[config.mk]
export PLATFORM = sky130hd
export DESIGN_NAME = rfop_top
export DESIGN_NICKNAME = d
export VERILOG_FILES = /design/src/rtl/rfop_pkg.sv /design/src/rtl/rfop_seq.sv /design/src/rtl/rfop_top.sv
export SDC_FILE = /design/constraint.sdc
export NUM_CORES = 1
export LEC_CHECK = 0
export CORE_MARGIN = 1
export CORE_UTILIZATION = 40
export CTS_CLUSTER_SIZE = 10
export DETAILED_ROUTE_END_ITERATION = 8
export DONT_BUFFER_PORTS = 1
export MAX_ROUTING_LAYER = met4
export PLACE_DENSITY = 0.57
export SYNTH_ARGS = -nofsm -noshare
export SYNTH_HDL_FRONTEND = slang
export SYNTH_SLANG_ARGS = --single-unit
[constraint.sdc]
create_clock -name clk_sys -period 4.4 [get_ports clk_sys]
set_input_delay 0.44 -clock clk_sys [delete_from_list [all_inputs] [get_ports clk_sys]]
set_output_delay 0.44 -clock clk_sys [all_outputs]
set_load 0.1 [all_outputs]
[src/rtl/rfop_pkg.sv]
// package: register map, field layout and drive level codes
package rfop_pkg;
    // ------------------------------------------------------------
    // register offsets
    // ------------------------------------------------------------
    localparam logic [7:0] OFS_OV_MODE_HIGH = 8'h30;
    localparam logic [7:0] OFS_OV_LOW       = 8'h31;
    localparam logic [7:0] OFS_UN_MODE_HIGH = 8'h32;
    localparam logic [7:0] OFS_UN_LOW       = 8'h33;
    localparam logic [7:0] OFS_CONTROL      = 8'h40;
    localparam logic [7:0] OFS_STATUS       = 8'h41;
    localparam logic [7:0] REG_RESET        = 8'h00;
    // ------------------------------------------------------------
    // field positions
    // ------------------------------------------------------------
    localparam int CELLS       = 14;
    localparam int HIGH_CELLS  = 6;
    localparam int MODE_LSB    = 6;
    localparam int CTL_AM_SEL  = 0;
    localparam int CTL_MOD_ACT = 1;
    localparam logic [3:0] LAST_CELL = 4'hD;
    // ------------------------------------------------------------
    // drive levels
    // ------------------------------------------------------------
    typedef enum logic [1:0] {
        RFOP_LVL_DRIVER = 2'h0,
        RFOP_LVL_AM     = 2'h1,
        RFOP_LVL_STOP   = 2'h2,
        RFOP_LVL_RSVD   = 2'h3
    } rfop_level_t;
    // drive request handed to the transmitter
    typedef struct packed {
        logic        active;
        rfop_level_t level;
    } rfop_drive_t;
    // one protection pattern with its level select
    typedef struct packed {
        logic [CELLS-1:0] cells;
        rfop_level_t      sel;
    } rfop_cfg_t;
endpackage

[src/rtl/rfop_seq.sv]
// module: cell sequencer for one protection window
`timescale 1ns/10ps
module rfop_seq (
    // clock and reset
    input  wire logic                  clk_sys,
    input  wire logic                  rst,
    // window and configuration
    input  wire logic                  start,
    input  wire rfop_pkg::rfop_cfg_t   cfg,
    input  wire logic                  am_sel,
    // drive request
    output rfop_pkg::rfop_drive_t      drive
);
    typedef enum logic [1:0] {
        RFOP_S_IDLE = 2'b01,
        RFOP_S_RUN  = 2'b10
    } rfop_seq_st_t;
    rfop_seq_st_t st_r;
    rfop_seq_st_t st_nxt;
    logic [3:0]   idx_r;
    logic [3:0]   idx_nxt;
    logic         cell_on;
    logic [1:0]   lvl_w;
    // ------------------------------------------------------------
    // level choice for the current cell
    // ------------------------------------------------------------
    assign cell_on = cfg.cells[idx_r];
    // select field only counts while the regulator select is low
    assign lvl_w = am_sel ? {1'b0, cell_on} : cfg.sel;
    // ------------------------------------------------------------
    // one cell per carrier period, stop after the last cell
    // ------------------------------------------------------------
    always_comb begin
        st_nxt  = st_r;
        idx_nxt = idx_r;
        case (st_r)
            RFOP_S_IDLE: begin
                if (start) begin
                    st_nxt  = RFOP_S_RUN;
                    idx_nxt = 4'h0;
                end
            end
            RFOP_S_RUN: begin
                if (idx_r == rfop_pkg::LAST_CELL) begin
                    st_nxt  = RFOP_S_IDLE;
                    idx_nxt = 4'h0;
                end else begin
                    idx_nxt = idx_r + 4'h1;
                end
            end
            default: begin
                st_nxt  = RFOP_S_IDLE;
                idx_nxt = 4'h0;
            end
        endcase
    end
    // state and output registers
    always_ff @(posedge clk_sys or posedge rst) begin
        if (rst) begin
            st_r  <= RFOP_S_IDLE;
            idx_r <= 4'h0;
            drive <= '0;
        end else begin
            st_r         <= st_nxt;
            idx_r        <= idx_nxt;
            drive.active <= (st_r == RFOP_S_RUN) && cell_on;
            drive.level  <= rfop_pkg::rfop_level_t'(lvl_w);
        end
    end
endmodule

[src/rtl/rfop_top.sv]
// module: overshoot and undershoot protection pattern block
// ----------------------------------------------------------------
// ----------------------------------------------------------------
`timescale 1ns/10ps
module rfop_top (
    // clock and reset
    input  wire logic        clk_sys,
    input  wire logic        rst,
    // register port
    input  wire logic [7:0]  reg_addr,
    input  wire logic [7:0]  reg_wdata,
    input  wire logic        reg_wr,
    input  wire logic        reg_rd,
    output logic      [7:0]  reg_rdata,
    // window starts from the modulator
    input  wire logic        mod_start,
    input  wire logic        mod_end,
    // transmitter drive
    output logic             ov_active,
    output logic [1:0]       ov_level,
    output logic             un_active,
    output logic [1:0]       un_level
);
    logic [7:0] ov_high_r;
    logic [7:0] ov_low_r;
    logic [7:0] un_high_r;
    logic [7:0] un_low_r;
    logic [7:0] ctl_r;
    logic [7:0] rd_nxt;
    logic       mod_act_r;
    logic       mod_act_nxt;
    logic       am_sel;
    rfop_pkg::rfop_cfg_t   ov_cfg;
    rfop_pkg::rfop_cfg_t   un_cfg;
    rfop_pkg::rfop_drive_t ov_drv;
    rfop_pkg::rfop_drive_t un_drv;
    // ------------------------------------------------------------
    // pattern assembly
    // ------------------------------------------------------------
    assign am_sel = ctl_r[rfop_pkg::CTL_AM_SEL];
    // select in bits 7..6, high cells in bits 5..0
    assign ov_cfg.cells = {ov_high_r[rfop_pkg::HIGH_CELLS-1:0],
                           ov_low_r};
    assign ov_cfg.sel = rfop_pkg::rfop_level_t'(
                        ov_high_r[rfop_pkg::MODE_LSB+:2]);
    assign un_cfg.cells = {un_high_r[rfop_pkg::HIGH_CELLS-1:0],
                           un_low_r};
    assign un_cfg.sel = rfop_pkg::rfop_level_t'(
                        un_high_r[rfop_pkg::MODE_LSB+:2]);
    // modulation window tracking; end wins over a new start
    assign mod_act_nxt = mod_end ? 1'b0 : (mod_start ? 1'b1 : mod_act_r);
    // ------------------------------------------------------------
    // read decode
    // ------------------------------------------------------------
    always_comb begin
        case (reg_addr)
            rfop_pkg::OFS_OV_MODE_HIGH: rd_nxt = ov_high_r;
            rfop_pkg::OFS_OV_LOW:       rd_nxt = ov_low_r;
            rfop_pkg::OFS_UN_MODE_HIGH: rd_nxt = un_high_r;
            rfop_pkg::OFS_UN_LOW:       rd_nxt = un_low_r;
            rfop_pkg::OFS_CONTROL:      rd_nxt = {7'h00, ctl_r[0]};
            rfop_pkg::OFS_STATUS:       rd_nxt = {5'h00, un_active,
                                                  ov_active, mod_act_r};
            default:                    rd_nxt = 8'h00;
        endcase
    end
    // ------------------------------------------------------------
    // register file
    // ------------------------------------------------------------
    always_ff @(posedge clk_sys or posedge rst) begin
        if (rst) begin
            ov_high_r <= rfop_pkg::REG_RESET;
            ov_low_r  <= rfop_pkg::REG_RESET;
            un_high_r <= rfop_pkg::REG_RESET;
            un_low_r  <= rfop_pkg::REG_RESET;
            ctl_r     <= rfop_pkg::REG_RESET;
        end else if (reg_wr) begin
            case (reg_addr)
                rfop_pkg::OFS_OV_MODE_HIGH: ov_high_r <= reg_wdata;
                rfop_pkg::OFS_OV_LOW:       ov_low_r  <= reg_wdata;
                rfop_pkg::OFS_UN_MODE_HIGH: un_high_r <= reg_wdata;
                rfop_pkg::OFS_UN_LOW:       un_low_r  <= reg_wdata;
                rfop_pkg::OFS_CONTROL:      ctl_r <= {7'h00, reg_wdata[0]};
                default:                    ctl_r <= ctl_r;
            endcase
        end
    end
    // read data stands one cycle after the strobe only
    always_ff @(posedge clk_sys or posedge rst) begin
        if (rst) begin
            reg_rdata <= 8'h00;
            mod_act_r <= 1'b0;
        end else begin
            reg_rdata <= reg_rd ? rd_nxt : 8'h00;
            mod_act_r <= mod_act_nxt;
        end
    end
    // ------------------------------------------------------------
    // sequencers: overshoot in the window, undershoot after it
    // ------------------------------------------------------------
    rfop_seq u_ov (
        .clk_sys (clk_sys),
        .rst     (rst),
        .start   (mod_start),
        .cfg     (ov_cfg),
        .am_sel  (am_sel),
        .drive   (ov_drv)
    );
    rfop_seq u_un (
        .clk_sys (clk_sys),
        .rst     (rst),
        .start   (mod_end),
        .cfg     (un_cfg),
        .am_sel  (am_sel),
        .drive   (un_drv)
    );
    // output flops
    always_ff @(posedge clk_sys or posedge rst) begin
        if (rst) begin
            ov_active <= 1'b0;
            ov_level  <= 2'h0;
            un_active <= 1'b0;
            un_level  <= 2'h0;
        end else begin
            ov_active <= ov_drv.active;
            ov_level  <= ov_drv.level;
            un_active <= un_drv.active;
            un_level  <= un_drv.level;
        end
    end
    // ------------------------------------------------------------
    // checks
    // ------------------------------------------------------------
    property p_ov_cell;
        @(posedge clk_sys) disable iff (rst)
        mod_start |-> ##2 (ov_drv.active == $past(ov_cfg.cells[0], 1));
    endproperty
    a_ov_cell: assert property (p_ov_cell)
        else $error("overshoot cell 0 not applied");
    property p_un_cell;
        @(posedge clk_sys) disable iff (rst)
        mod_end ##1 !rst |-> ##1 (un_drv.active == $past(un_cfg.cells[0]));
    endproperty
    a_un_cell: assert property (p_un_cell)
        else $error("undershoot cell 0 not applied");
    property p_ov_field;
        @(posedge clk_sys) disable iff (rst)
        ($past(!am_sel) && ov_drv.active) |->
            ov_drv.level == $past(ov_cfg.sel);
    endproperty
    a_ov_field: assert property (p_ov_field)
        else $error("overshoot level not from select field");
    property p_ov_cellval;
        @(posedge clk_sys) disable iff (rst)
        ($past(am_sel) && ov_drv.active) |->
            ov_drv.level == rfop_pkg::RFOP_LVL_AM;
    endproperty
    a_ov_cellval: assert property (p_ov_cellval)
        else $error("overshoot level not from cell value");
    property p_un_field;
        @(posedge clk_sys) disable iff (rst)
        ($past(!am_sel) && un_drv.active) |->
            un_drv.level == $past(un_cfg.sel);
    endproperty
    a_un_field: assert property (p_un_field)
        else $error("undershoot level not from select field");
    property p_un_cellval;
        @(posedge clk_sys) disable iff (rst)
        ($past(am_sel) && un_drv.active) |->
            un_drv.level == rfop_pkg::RFOP_LVL_AM;
    endproperty
    a_un_cellval: assert property (p_un_cellval)
        else $error("undershoot level not from cell value");
    property p_un_ignore;
        @(posedge clk_sys) disable iff (rst)
        $past(am_sel) |-> un_drv.level != rfop_pkg::RFOP_LVL_STOP;
    endproperty
    a_un_ignore: assert property (p_un_ignore)
        else $error("undershoot select honoured with regulator select");
    property p_ov_ignore;
        @(posedge clk_sys) disable iff (rst)
        $past(am_sel) |-> ov_drv.level[1] == 1'b0;
    endproperty
    a_ov_ignore: assert property (p_ov_ignore)
        else $error("overshoot select honoured with regulator select");
    property p_stop;
        @(posedge clk_sys) disable iff (rst)
        (mod_start && !u_ov.st_r[1]) ##1 (!mod_start)[*8] ##1 1 ##1 1
            ##1 1 ##1 1 ##1 1 ##1 1 |-> ##2 !ov_drv.active;
    endproperty
    a_stop: assert property (p_stop)
        else $error("overshoot drive past last cell");
    property p_wr_un;
        @(posedge clk_sys) disable iff (rst)
        (reg_wr && reg_addr == rfop_pkg::OFS_UN_MODE_HIGH) |=>
            un_cfg.cells[13:8] == $past(reg_wdata[5:0]);
    endproperty
    a_wr_un: assert property (p_wr_un)
        else $error("undershoot high cells not stored");
    property p_wr_ov;
        @(posedge clk_sys) disable iff (rst)
        (reg_wr && reg_addr == rfop_pkg::OFS_OV_MODE_HIGH) |=>
            ov_cfg.sel == $past(reg_wdata[7:6]);
    endproperty
    a_wr_ov: assert property (p_wr_ov)
        else $error("overshoot select not stored");
endmodule

=== Word-level counts from Yosys, hierarchy flattened ===
Index checks and enable logic that the tools add are counted.
Widths: inputs -> output; s select.

* $add $sub $neg: 2
* Magnitude comparators: 2
* Equal/unequal tests: 16
* Muxes and demuxes: 22
* Reduce and logical (&&, ||, !) cells: 10

{| class="wikitable"
|+ Operator list
! operator !! count
|-
| $pmux 8 s6 || 1
|-
| $eq 8x6->1 const B || 4
|-
| $eq 8x7->1 const B || 2
|-
| $mux 4 || 4
|-
| $pmux 4 s2 || 2
|-
| $reduce_and 2->1 || 7
|-
| $mux 2 || 6
|-
| $lt 4x5->1 const B || 2
|-
| $add 4x1->4 const B || 2
|-
| $bmux 1 s4 || 2
|-
| $eq 4x4->1 const B || 2
|-
| $mux 8 || 1
|-
| $pmux 2 s2 || 2
|-
| $eq 2x1->1 const B || 2
|-
| $eq 2x2->1 const B || 2
|-
| $mux 1 || 4
|-
| $ne 2x1->1 const B || 2
|-
| $ne 2x2->1 const B || 2
|-
| $logic_and 1x1->1 || 2
|-
| $reduce_bool 2->1 || 1
|}

* Register bits: 66
* Bits of input ports: 22
* Output and inout port bits: 14
* Logic and storage cells: 71

=== Longest topological paths before layout ===
Gate-level depths: netlist of the first run.

* Depth after elaboration: 3
* Gate-level depth with buffers: 6

=== By module ===
A second synthesis of the first run with hierarchy kept.

* Cells, all modules: 228
* Area total of the unflattened synthesis: 3078.0 um2

{| class="wikitable"
|+ Modules (own cells, without submodules)
! module !! times used !! cells each !! area an instance (um2)
|-
| rfop_top || 1 || 130 || 2024.4
|-
| rfop_seq || 2 || 49 || 526.8
|}

=== Worst setup path after synthesis of the first run ===
OpenSTA, ideal clock, no wires.

* Path type: in2reg
* Start point: input reg_addr[3]
* End point: register ov_low_r[0]
* Setup time: 0.125 ns
* Arrival time: 1.586 ns
* Path slack: 2.689 ns
* Cell stages on the path: 5
* Path buffers: 1
* Cells stage by stage: or3_4 -> nor2b_4 -> buf_8 -> nand4_4 -> mux2_2

* Cells in the longest elaborated chain, start to end: 2

{| class="wikitable"
|+ RTL lines
! what !! RTL line !! source
|-
| start: declaration || rfop_top.sv:10 || <nowiki>input wire logic [7:0] reg_addr,</nowiki>
|-
| $eq 8x6->1 || rfop_top.sv:78 || <nowiki>case (reg_addr)</nowiki>
|-
| $reduce_and 2->1 (no source line) || -- ||
|-
| end signal: assignment || rfop_top.sv:73 || <nowiki>ov_low_r <= rfop_pkg::REG_RESET;</nowiki>
|-
| end signal: assignment || rfop_top.sv:80 || <nowiki>rfop_pkg::OFS_OV_LOW: ov_low_r <= reg_wdata;</nowiki>
|-
| end: declaration || rfop_top.sv:25 || <nowiki>logic [7:0] ov_low_r;</nowiki>
|}

Every way passes these cells.
A chain may end at the register's enable or synchronous reset.

=== Worst setup path after layout of the first run ===
* Start point: register u_ov.idx_r[0]
* End point: register u_ov.drive[0] (netlist name)

* Cells in the longest elaborated chain, start to end: 3

{| class="wikitable"
|+ RTL lines
! what !! RTL line !! source
|-
| start: declaration || rfop_seq.sv:20 || <nowiki>logic [3:0] idx_r;</nowiki>
|-
| start signal: assignment || rfop_seq.sv:65 || <nowiki>idx_r <= idx_nxt;</nowiki>
|-
| $bmux 1 s4 || rfop_seq.sv:27 || <nowiki>assign cell_on = cfg.cells[idx_r];</nowiki>
|-
| $mux 1 (not written as such) || rfop_seq.sv:27 ||
|-
| $mux 2 || rfop_seq.sv:29 || <nowiki>assign lvl_w = am_sel ? {1'b0, cell_on} : cfg.sel;</nowiki>
|-
| named net u_ov.lvl_w[0] || rfop_seq.sv:23 || <nowiki>logic [1:0] lvl_w;</nowiki>
|-
| end: declaration || rfop_seq.sv:12 || <nowiki>output rfop_pkg::rfop_drive_t drive</nowiki>
|}

The timed path passes the listed nets, and every way through them passes these cells. The select of a mux whose other input is x is not followed.

==> flow_metrics.py, run 1 <==
metrics = {
    "die": {
        "core_mm2": 0.00733,
        "die_area_mm2": 0.00805,
        "fp.dieW_um": 89.7,
        "start_util": 0.420,
        "die_h_um": 89.7,
        "ios": 36,
        "rows": 31,
    },
    "timing": {
        "setup-violations-final": 0,
        "rsz0062_at_grt": "false",
        "relSlewSlack": 0.368,
        "period_minus_slack_ps": 1900,
        "fmax_mhz": 525,
        "slew_violations": 0,
        "period_share": 0.433,
        "worstMarginPinSlew_ps": 948,
        "holdWs_ps": -14.1,
        "finClkSkew_ps": 10.4,
        "hold_viol_final": 19,
        "tns_ps": 0,
    },
    "placed_design": {
        "hpwl_um": 4420,
        "portBuffers": 0,
        "post-place-cells": 318,
        "gp_congestion": 0.771,
    },
    "clock_network": {
        "cts_inserted_buffers": 9,
        "h-tree-depth": 3,
        "ctsHoldBuffers": 0,
        "postCtsSetupRepairBufs": 0,
        "ctsResizeCount": 0,
        "root_buffer": "clkbuf_8",
        "cts_sinks": 66,
        "clockBufferDepth": 2,
        "cts_tree": "done",
        "clock_latency_ps": 350,
        "path_clk_slew_ps": 80,
    },
    "setup_path": {
        "r2r_start": "u_ov.idx_r[0]",
        "end_kind": "register",
        "required_ps": 4630,
        "crit_arrival_ps": 2130,
        "crit_start": "u_ov.idx_r[0]",
        "path_cells": "mux4_2 -> o2bb2ai_1 -> a22oi_1 -> a21oi_1",
        "cpMaxStageDelayCell": "dfrtp_1",
        "critPathMaxFanout": 10,
        "worstSetupStartpointType": "register",
        "cpPeakStageDelay_ps": 640,
        "critical_path_class": "reg2reg",
    },
    "drt": {
        "viasPerCell": 5.40,
        "wl_per_cell_um": 18.6,
        "wl_um": 6210,
        "drt_iter0_drc": 93,
        "drc": 0,
        "dr.pass1.iters": 4,
        "via_count": 1805,
        "ant_nets": 0,
    },
    "final_layout": {
        "nets": 256,
        "postLayoutCoreUtil": 0.454,
        "stdcell_count": 334,
        "antenna_cells": 0,
        "syn2layout_area_growth_pct": 8.13,
        "layout-drive-gt1-share": 0.336,
    },
    "grt": {
        "grt_pass1_vias": 1919,
        "antenna_found_initial": 0,
        "grt_pass1_wl_um": 10300,
        "grt_max_degree": 45,
        "track_usage": 0.176,
        "grt_overflow_total": 0,
    },
    "yosys": {
        "ys_types": 40,
        "yosysTopAreaCell": "dfrtp_1",
        "synthArstFlopShare": 1.00,
        "syn_area_per_cell_um2": 13.5,
        "syn_nets": 254,
        "ys_seq_area_frac": 0.538,
        "synth_warnings": 0,
        "ys.flop_type": "dfrtp_1",
        "synth_edf_count": 0,
        "yosys-top-cells-area": "dfrtp_1, mux2_2, mux4_2",
        "syn-instance-count": 228,
        "yosys.area.top_type_share": 0.521,
        "netlist_area_mm2": 0.00308,
        "synth-seq-cells": 66,
    },
    "power_and_ir_drop": {
        "total_power_mw": 1.41,
        "leakagePower_nw": 1.54,
        "vdd_drop_max_mv": 0.201,
        "p_per_area_mw_per_mm2": 423,
    },
    "run_status": {
        "violations": "hold timing",
        "status": "finished with violations",
    },
    "run": {
        "maxCapViolCount": 0,
    },
    "hold_path": {
        "hold_class": "in2async",
    },
}
final timing paths:
check | to | slack [ps] | cells past startpoint
worst min register to register | un_level[1] | 350 | 0
min in group clk_sys | mod_act_r | 150 | 1
worst max-delay path | u_ov.drive[0] | 2500 | 4
max in group asynchronous | ov_low_r[4] | 3480 | 2
worst max register to register | u_ov.drive[0] | 2500 | 4
worst min-delay path | mod_act_r | -10 | 1
synth_stat cells (3+ instances only):
master and count:
a21oi_1 10, a22o_1 4, a32oi_1 3, and3_2 5, buf_4 4, clkbuf_1 3
dfrtp_1 64, ha_1 4, inv_1 8, mux2_2 35, mux2i_1 6, mux4_2 10
nand2_1 6, nand2b_1 4, nand3_1 4, nor2_1 11, nor2b_1 8, nor3b_1 3
o21ai_0 7
cells by family (layout without fill, tap and decap cells):
logic type,after synthesis,in the layout,share of synthesized area
fa+ha+maj,4,4,0.0163
mux,51,51,0.221
compound gates,36,36,0.0777
flops,66,66,0.538
simple gates,53,53,0.116
buf+inv,18,25,0.0313
power breakdown:
part / total [mW] / leakage (nW) / internal (mW) / switching (mW)
Clock: 0.489 / 0.0958 / 0.258 / 0.231
Sequential: 0.744 / 0.902 / 0.662 / 0.0825
Combinational: 0.173 / 0.547 / 0.0924 / 0.0808
critical path, delay by kind of cell, from the launching register on:
kind | cells | cell delay, ps
AO/OA/AOI/OAI | 3 | 560
flip-flops | 1 | 640
multiplexers | 1 | 580
per-layer routing:
layer	vias up	track usage	part of all wire
met5	-	-	0
met4	0	0.0697	0.013
met1	916	0.226	0.47
met3	7	0.0516	0.045
li1	840	-	-
met2	42	0.265	0.47
placed cells by master (no fill, tap or decap), types with 4 or more instances in the layout:
master / synthesis / layout
dfrtp_1: 64 / 64
mux2_2: 35 / 35
nor2_1: 11 / 11
a21oi_1: 10 / 10
mux4_2: 10 / 10
clkbuf_8: 0 / 9
nor2b_1: 8 / 8
inv_1: 8 / 7
o21ai_0: 7 / 7
mux2i_1: 6 / 6
nand2_1: 6 / 6
and3_2: 5 / 5
nand3_1: 4 / 4
nand2b_1: 4 / 4
a22o_1: 4 / 4
ha_1: 4 / 4
clkinv_2: 0 / 4
flip-flops by register name, indices dropped and copies added (netlist names), 2 cells and up:
| name | cells |
|---|---|
| un_low_r | 8 |
| ov_low_r | 8 |
| un_level | 2 |
| u_ov.st_r | 2 |
| ov_level | 2 |
| reg_rdata | 8 |
| u_ov.drive | 3 |
| u_ov.idx_r | 4 |
| u_un.st_r | 2 |
| u_un.idx_r | 4 |
| un_high_r | 8 |
| ov_high_r | 8 |
| u_un.drive | 3 |
metrics by stage:
| step | setup slack, ps | area, um^2 |
|---|---|---|
| 2_1_floorplan | 2310 | 3080 |
| 3_3_place_gp | 2390 | 3140 |
| 3_5_place_dp | 2370 | 3140 |
| 4_1_cts | 2480 | 3330 |
| 5_1_grt | 2410 | 3330 |
| 6_report | 2500 | 3330 |
final cells by class:
type	instances	area [um^2]
Tap cell	99	124
Sequential cell	66	1650
Clock inverter	6	57.6
Multi-Input combinational cell	144	1330
Fill cell	655	4000
Timing Repair Buffer	1	7.51
Inverter	8	30.0
Clock buffer	10	128
Note: power is estimated with default switching activity, not from simulation.
==> inputs of run 2 (changes only) <==
==> constraint.sdc (replaced) <==
create_clock -name clk_sys -period 1.91 [get_ports clk_sys]
set_input_delay 0.191 -clock clk_sys [delete_from_list [all_inputs] [get_ports clk_sys]]
set_output_delay 0.191 -clock clk_sys [all_outputs]
set_load 0.1 [all_outputs]
==> run 2 against run 1 <==
Compared with the run above: the run now ends clean; first-iteration DRC count up 28%; clock-buffer cell count grew 4; critical endpoint unchanged; sequential cell count did not move; global-route usage is 1.1 points higher; die area is the same.
==> flow_metrics.py, run 2 (same netlist as run 1, synthesis figures left out) <==
metrics = {
    "timing": {
        "period_share": 0.877,
        "relSlewSlack": 0.652,
        "period_minus_slack_ps": 1670,
        "fmax_mhz": 597,
        "finClkSkew_ps": 6.26,
        "slew_violations": 0,
        "worstMarginPinSlew_ps": 521,
        "setup-violations-final": 0,
        "hold_viol_final": 0,
        "rsz0062_at_grt": "false",
        "tns_ps": 0,
    },
    "drt": {
        "wl_um": 6560,
        "wl_per_cell_um": 18.0,
        "viasPerCell": 5.18,
        "drc": 0,
        "ant_nets": 0,
        "via_count": 1890,
        "dr.pass1.iters": 5,
        "drt_iter0_drc": 119,
    },
    "clock_network": {
        "cts_tree": "done",
        "ctsHoldBuffers": 12,
        "cts_inserted_buffers": 9,
        "cts_sinks": 66,
        "h-tree-depth": 3,
        "ctsResizeCount": 0,
        "postCtsSetupRepairBufs": 0,
        "path_clk_slew_ps": 70,
        "clock_latency_ps": 340,
        "clockBufferDepth": 2,
        "root_buffer": "clkbuf_8",
    },
    "die": {
        "die_area_mm2": 0.00805,
        "core_mm2": 0.00733,
        "die_h_um": 89.7,
        "rows": 31,
        "start_util": 0.420,
        "ios": 36,
        "fp.dieW_um": 89.7,
    },
    "grt": {
        "grt_overflow_total": 0,
        "grt_max_degree": 44,
        "antenna_found_initial": 0,
        "grt_pass1_vias": 1982,
        "track_usage": 0.187,
        "grt_pass1_wl_um": 11100,
    },
    "final_layout": {
        "nets": 287,
        "stdcell_count": 365,
        "syn2layout_area_growth_pct": 17.5,
        "final_cell_mix": "dfrtp_1, mux2_2, buf_4",
        "layout-drive-gt1-share": 0.361,
        "antenna_cells": 0,
        "final_common_cell": "dfrtp_1",
    },
    "setup_path": {
        "critPathMaxFanout": 4,
        "path_cells": "mux4_2 -> o2bb2ai_1 -> a22oi_1 -> a21oi_1",
        "crit_start": "u_ov.idx_r[0]",
        "cpMaxStageDelayCell": "mux4_2",
        "required_ps": 2120,
        "r2r_start": "u_ov.idx_r[0]",
        "cpPeakStageDelay_ps": 550,
        "worstSetupStartpointType": "register",
        "crit_arrival_ps": 1880,
        "end_kind": "register",
        "critical_path_class": "reg2reg",
    },
    "hold_path": {
        "hold_class": "in2reg",
        "hp-start": "reg_rd",
    },
    "placed_design": {
        "post-place-cells": 337,
        "gp_congestion": 0.799,
        "portBuffers": 0,
        "hpwl_um": 4690,
    },
    "run": {
        "maxCapViolCount": 0,
    },
    "power_and_ir_drop": {
        "vdd_drop_max_mv": 0.447,
        "leakagePower_nw": 1.71,
        "p_per_area_mw_per_mm2": 932,
    },
    "run_status": {
        "status": "finished, final reports clean",
    },
}
## run 2: critical path, delay by kind of cell (launching register included)
kind	cells	cell delay, ps
multiplexers	1	550
AO/OA/AOI/OAI	3	520
flip-flops	1	470
## run 2: area by class of cell
type                            instances  area, um^2
Fill cell                             650        3720
Sequential cell                        66        1650
Tap cell                               99         124
Timing Repair Buffer                   32         283
Inverter                                8        30.0
Clock buffer                           14         163
Multi-Input combinational cell        144        1330
Clock inverter                          2        35.0
## run 2: per-layer routing
| layer | share of wire | track usage | wire (um) | vias to the layer above |
|---|---|---|---|---|
| li1 | - | - | - | 902 |
| met1 | 0.48 | 0.251 | 3130 | 937 |
| met2 | 0.48 | 0.280 | 3150 | 43 |
| met3 | 0.032 | 0.0474 | 208 | 8 |
| met4 | 0.0096 | 0.0574 | 63 | 0 |
| met5 | 0 | - | 0 | - |
## run 2: worst paths after layout
check	to	slack, ps	cells past startpoint
worst min-delay path	reg_rdata[7]	20	1
worst max register to register	u_ov.drive[0]	240	4
max in group asynchronous	u_un.st_r[0]	920	3
worst max-delay path	u_ov.drive[0]	240	4
min in group asynchronous	u_ov.st_r[1]	340	2
worst min register to register	ov_level[1]	350	0
## run 2: report_power, final
part / total, mW / internal (mW) / switching (mW)
combinational: 0.569 / 0.264 / 0.305
clock: 1.17 / 0.674 / 0.500
sequential: 1.62 / 1.53 / 0.0968
total: 3.37 / 2.47 / 0.901
## run 2: stage by stage
| step | area (um^2) | total power, mW | hold slack, ps | util | setup WS (ps) |
|---|---|---|---|---|---|
| 6_report | 3610 | 3.37 | 23.8 | 0.493 | 236 |
| 3_3_place_gp | 3300 | 2.18 | 143 | 0.450 | 217 |
| 3_5_place_dp | 3300 | 2.19 | 149 | 0.450 | 226 |
| 2_1_floorplan | 3080 | 2.07 | 257 | - | 67.5 |
| 5_1_grt | 3610 | 3.55 | 12.3 | 0.493 | 166 |
| 4_1_cts | 3610 | 3.41 | 14.7 | 0.493 | 215 |
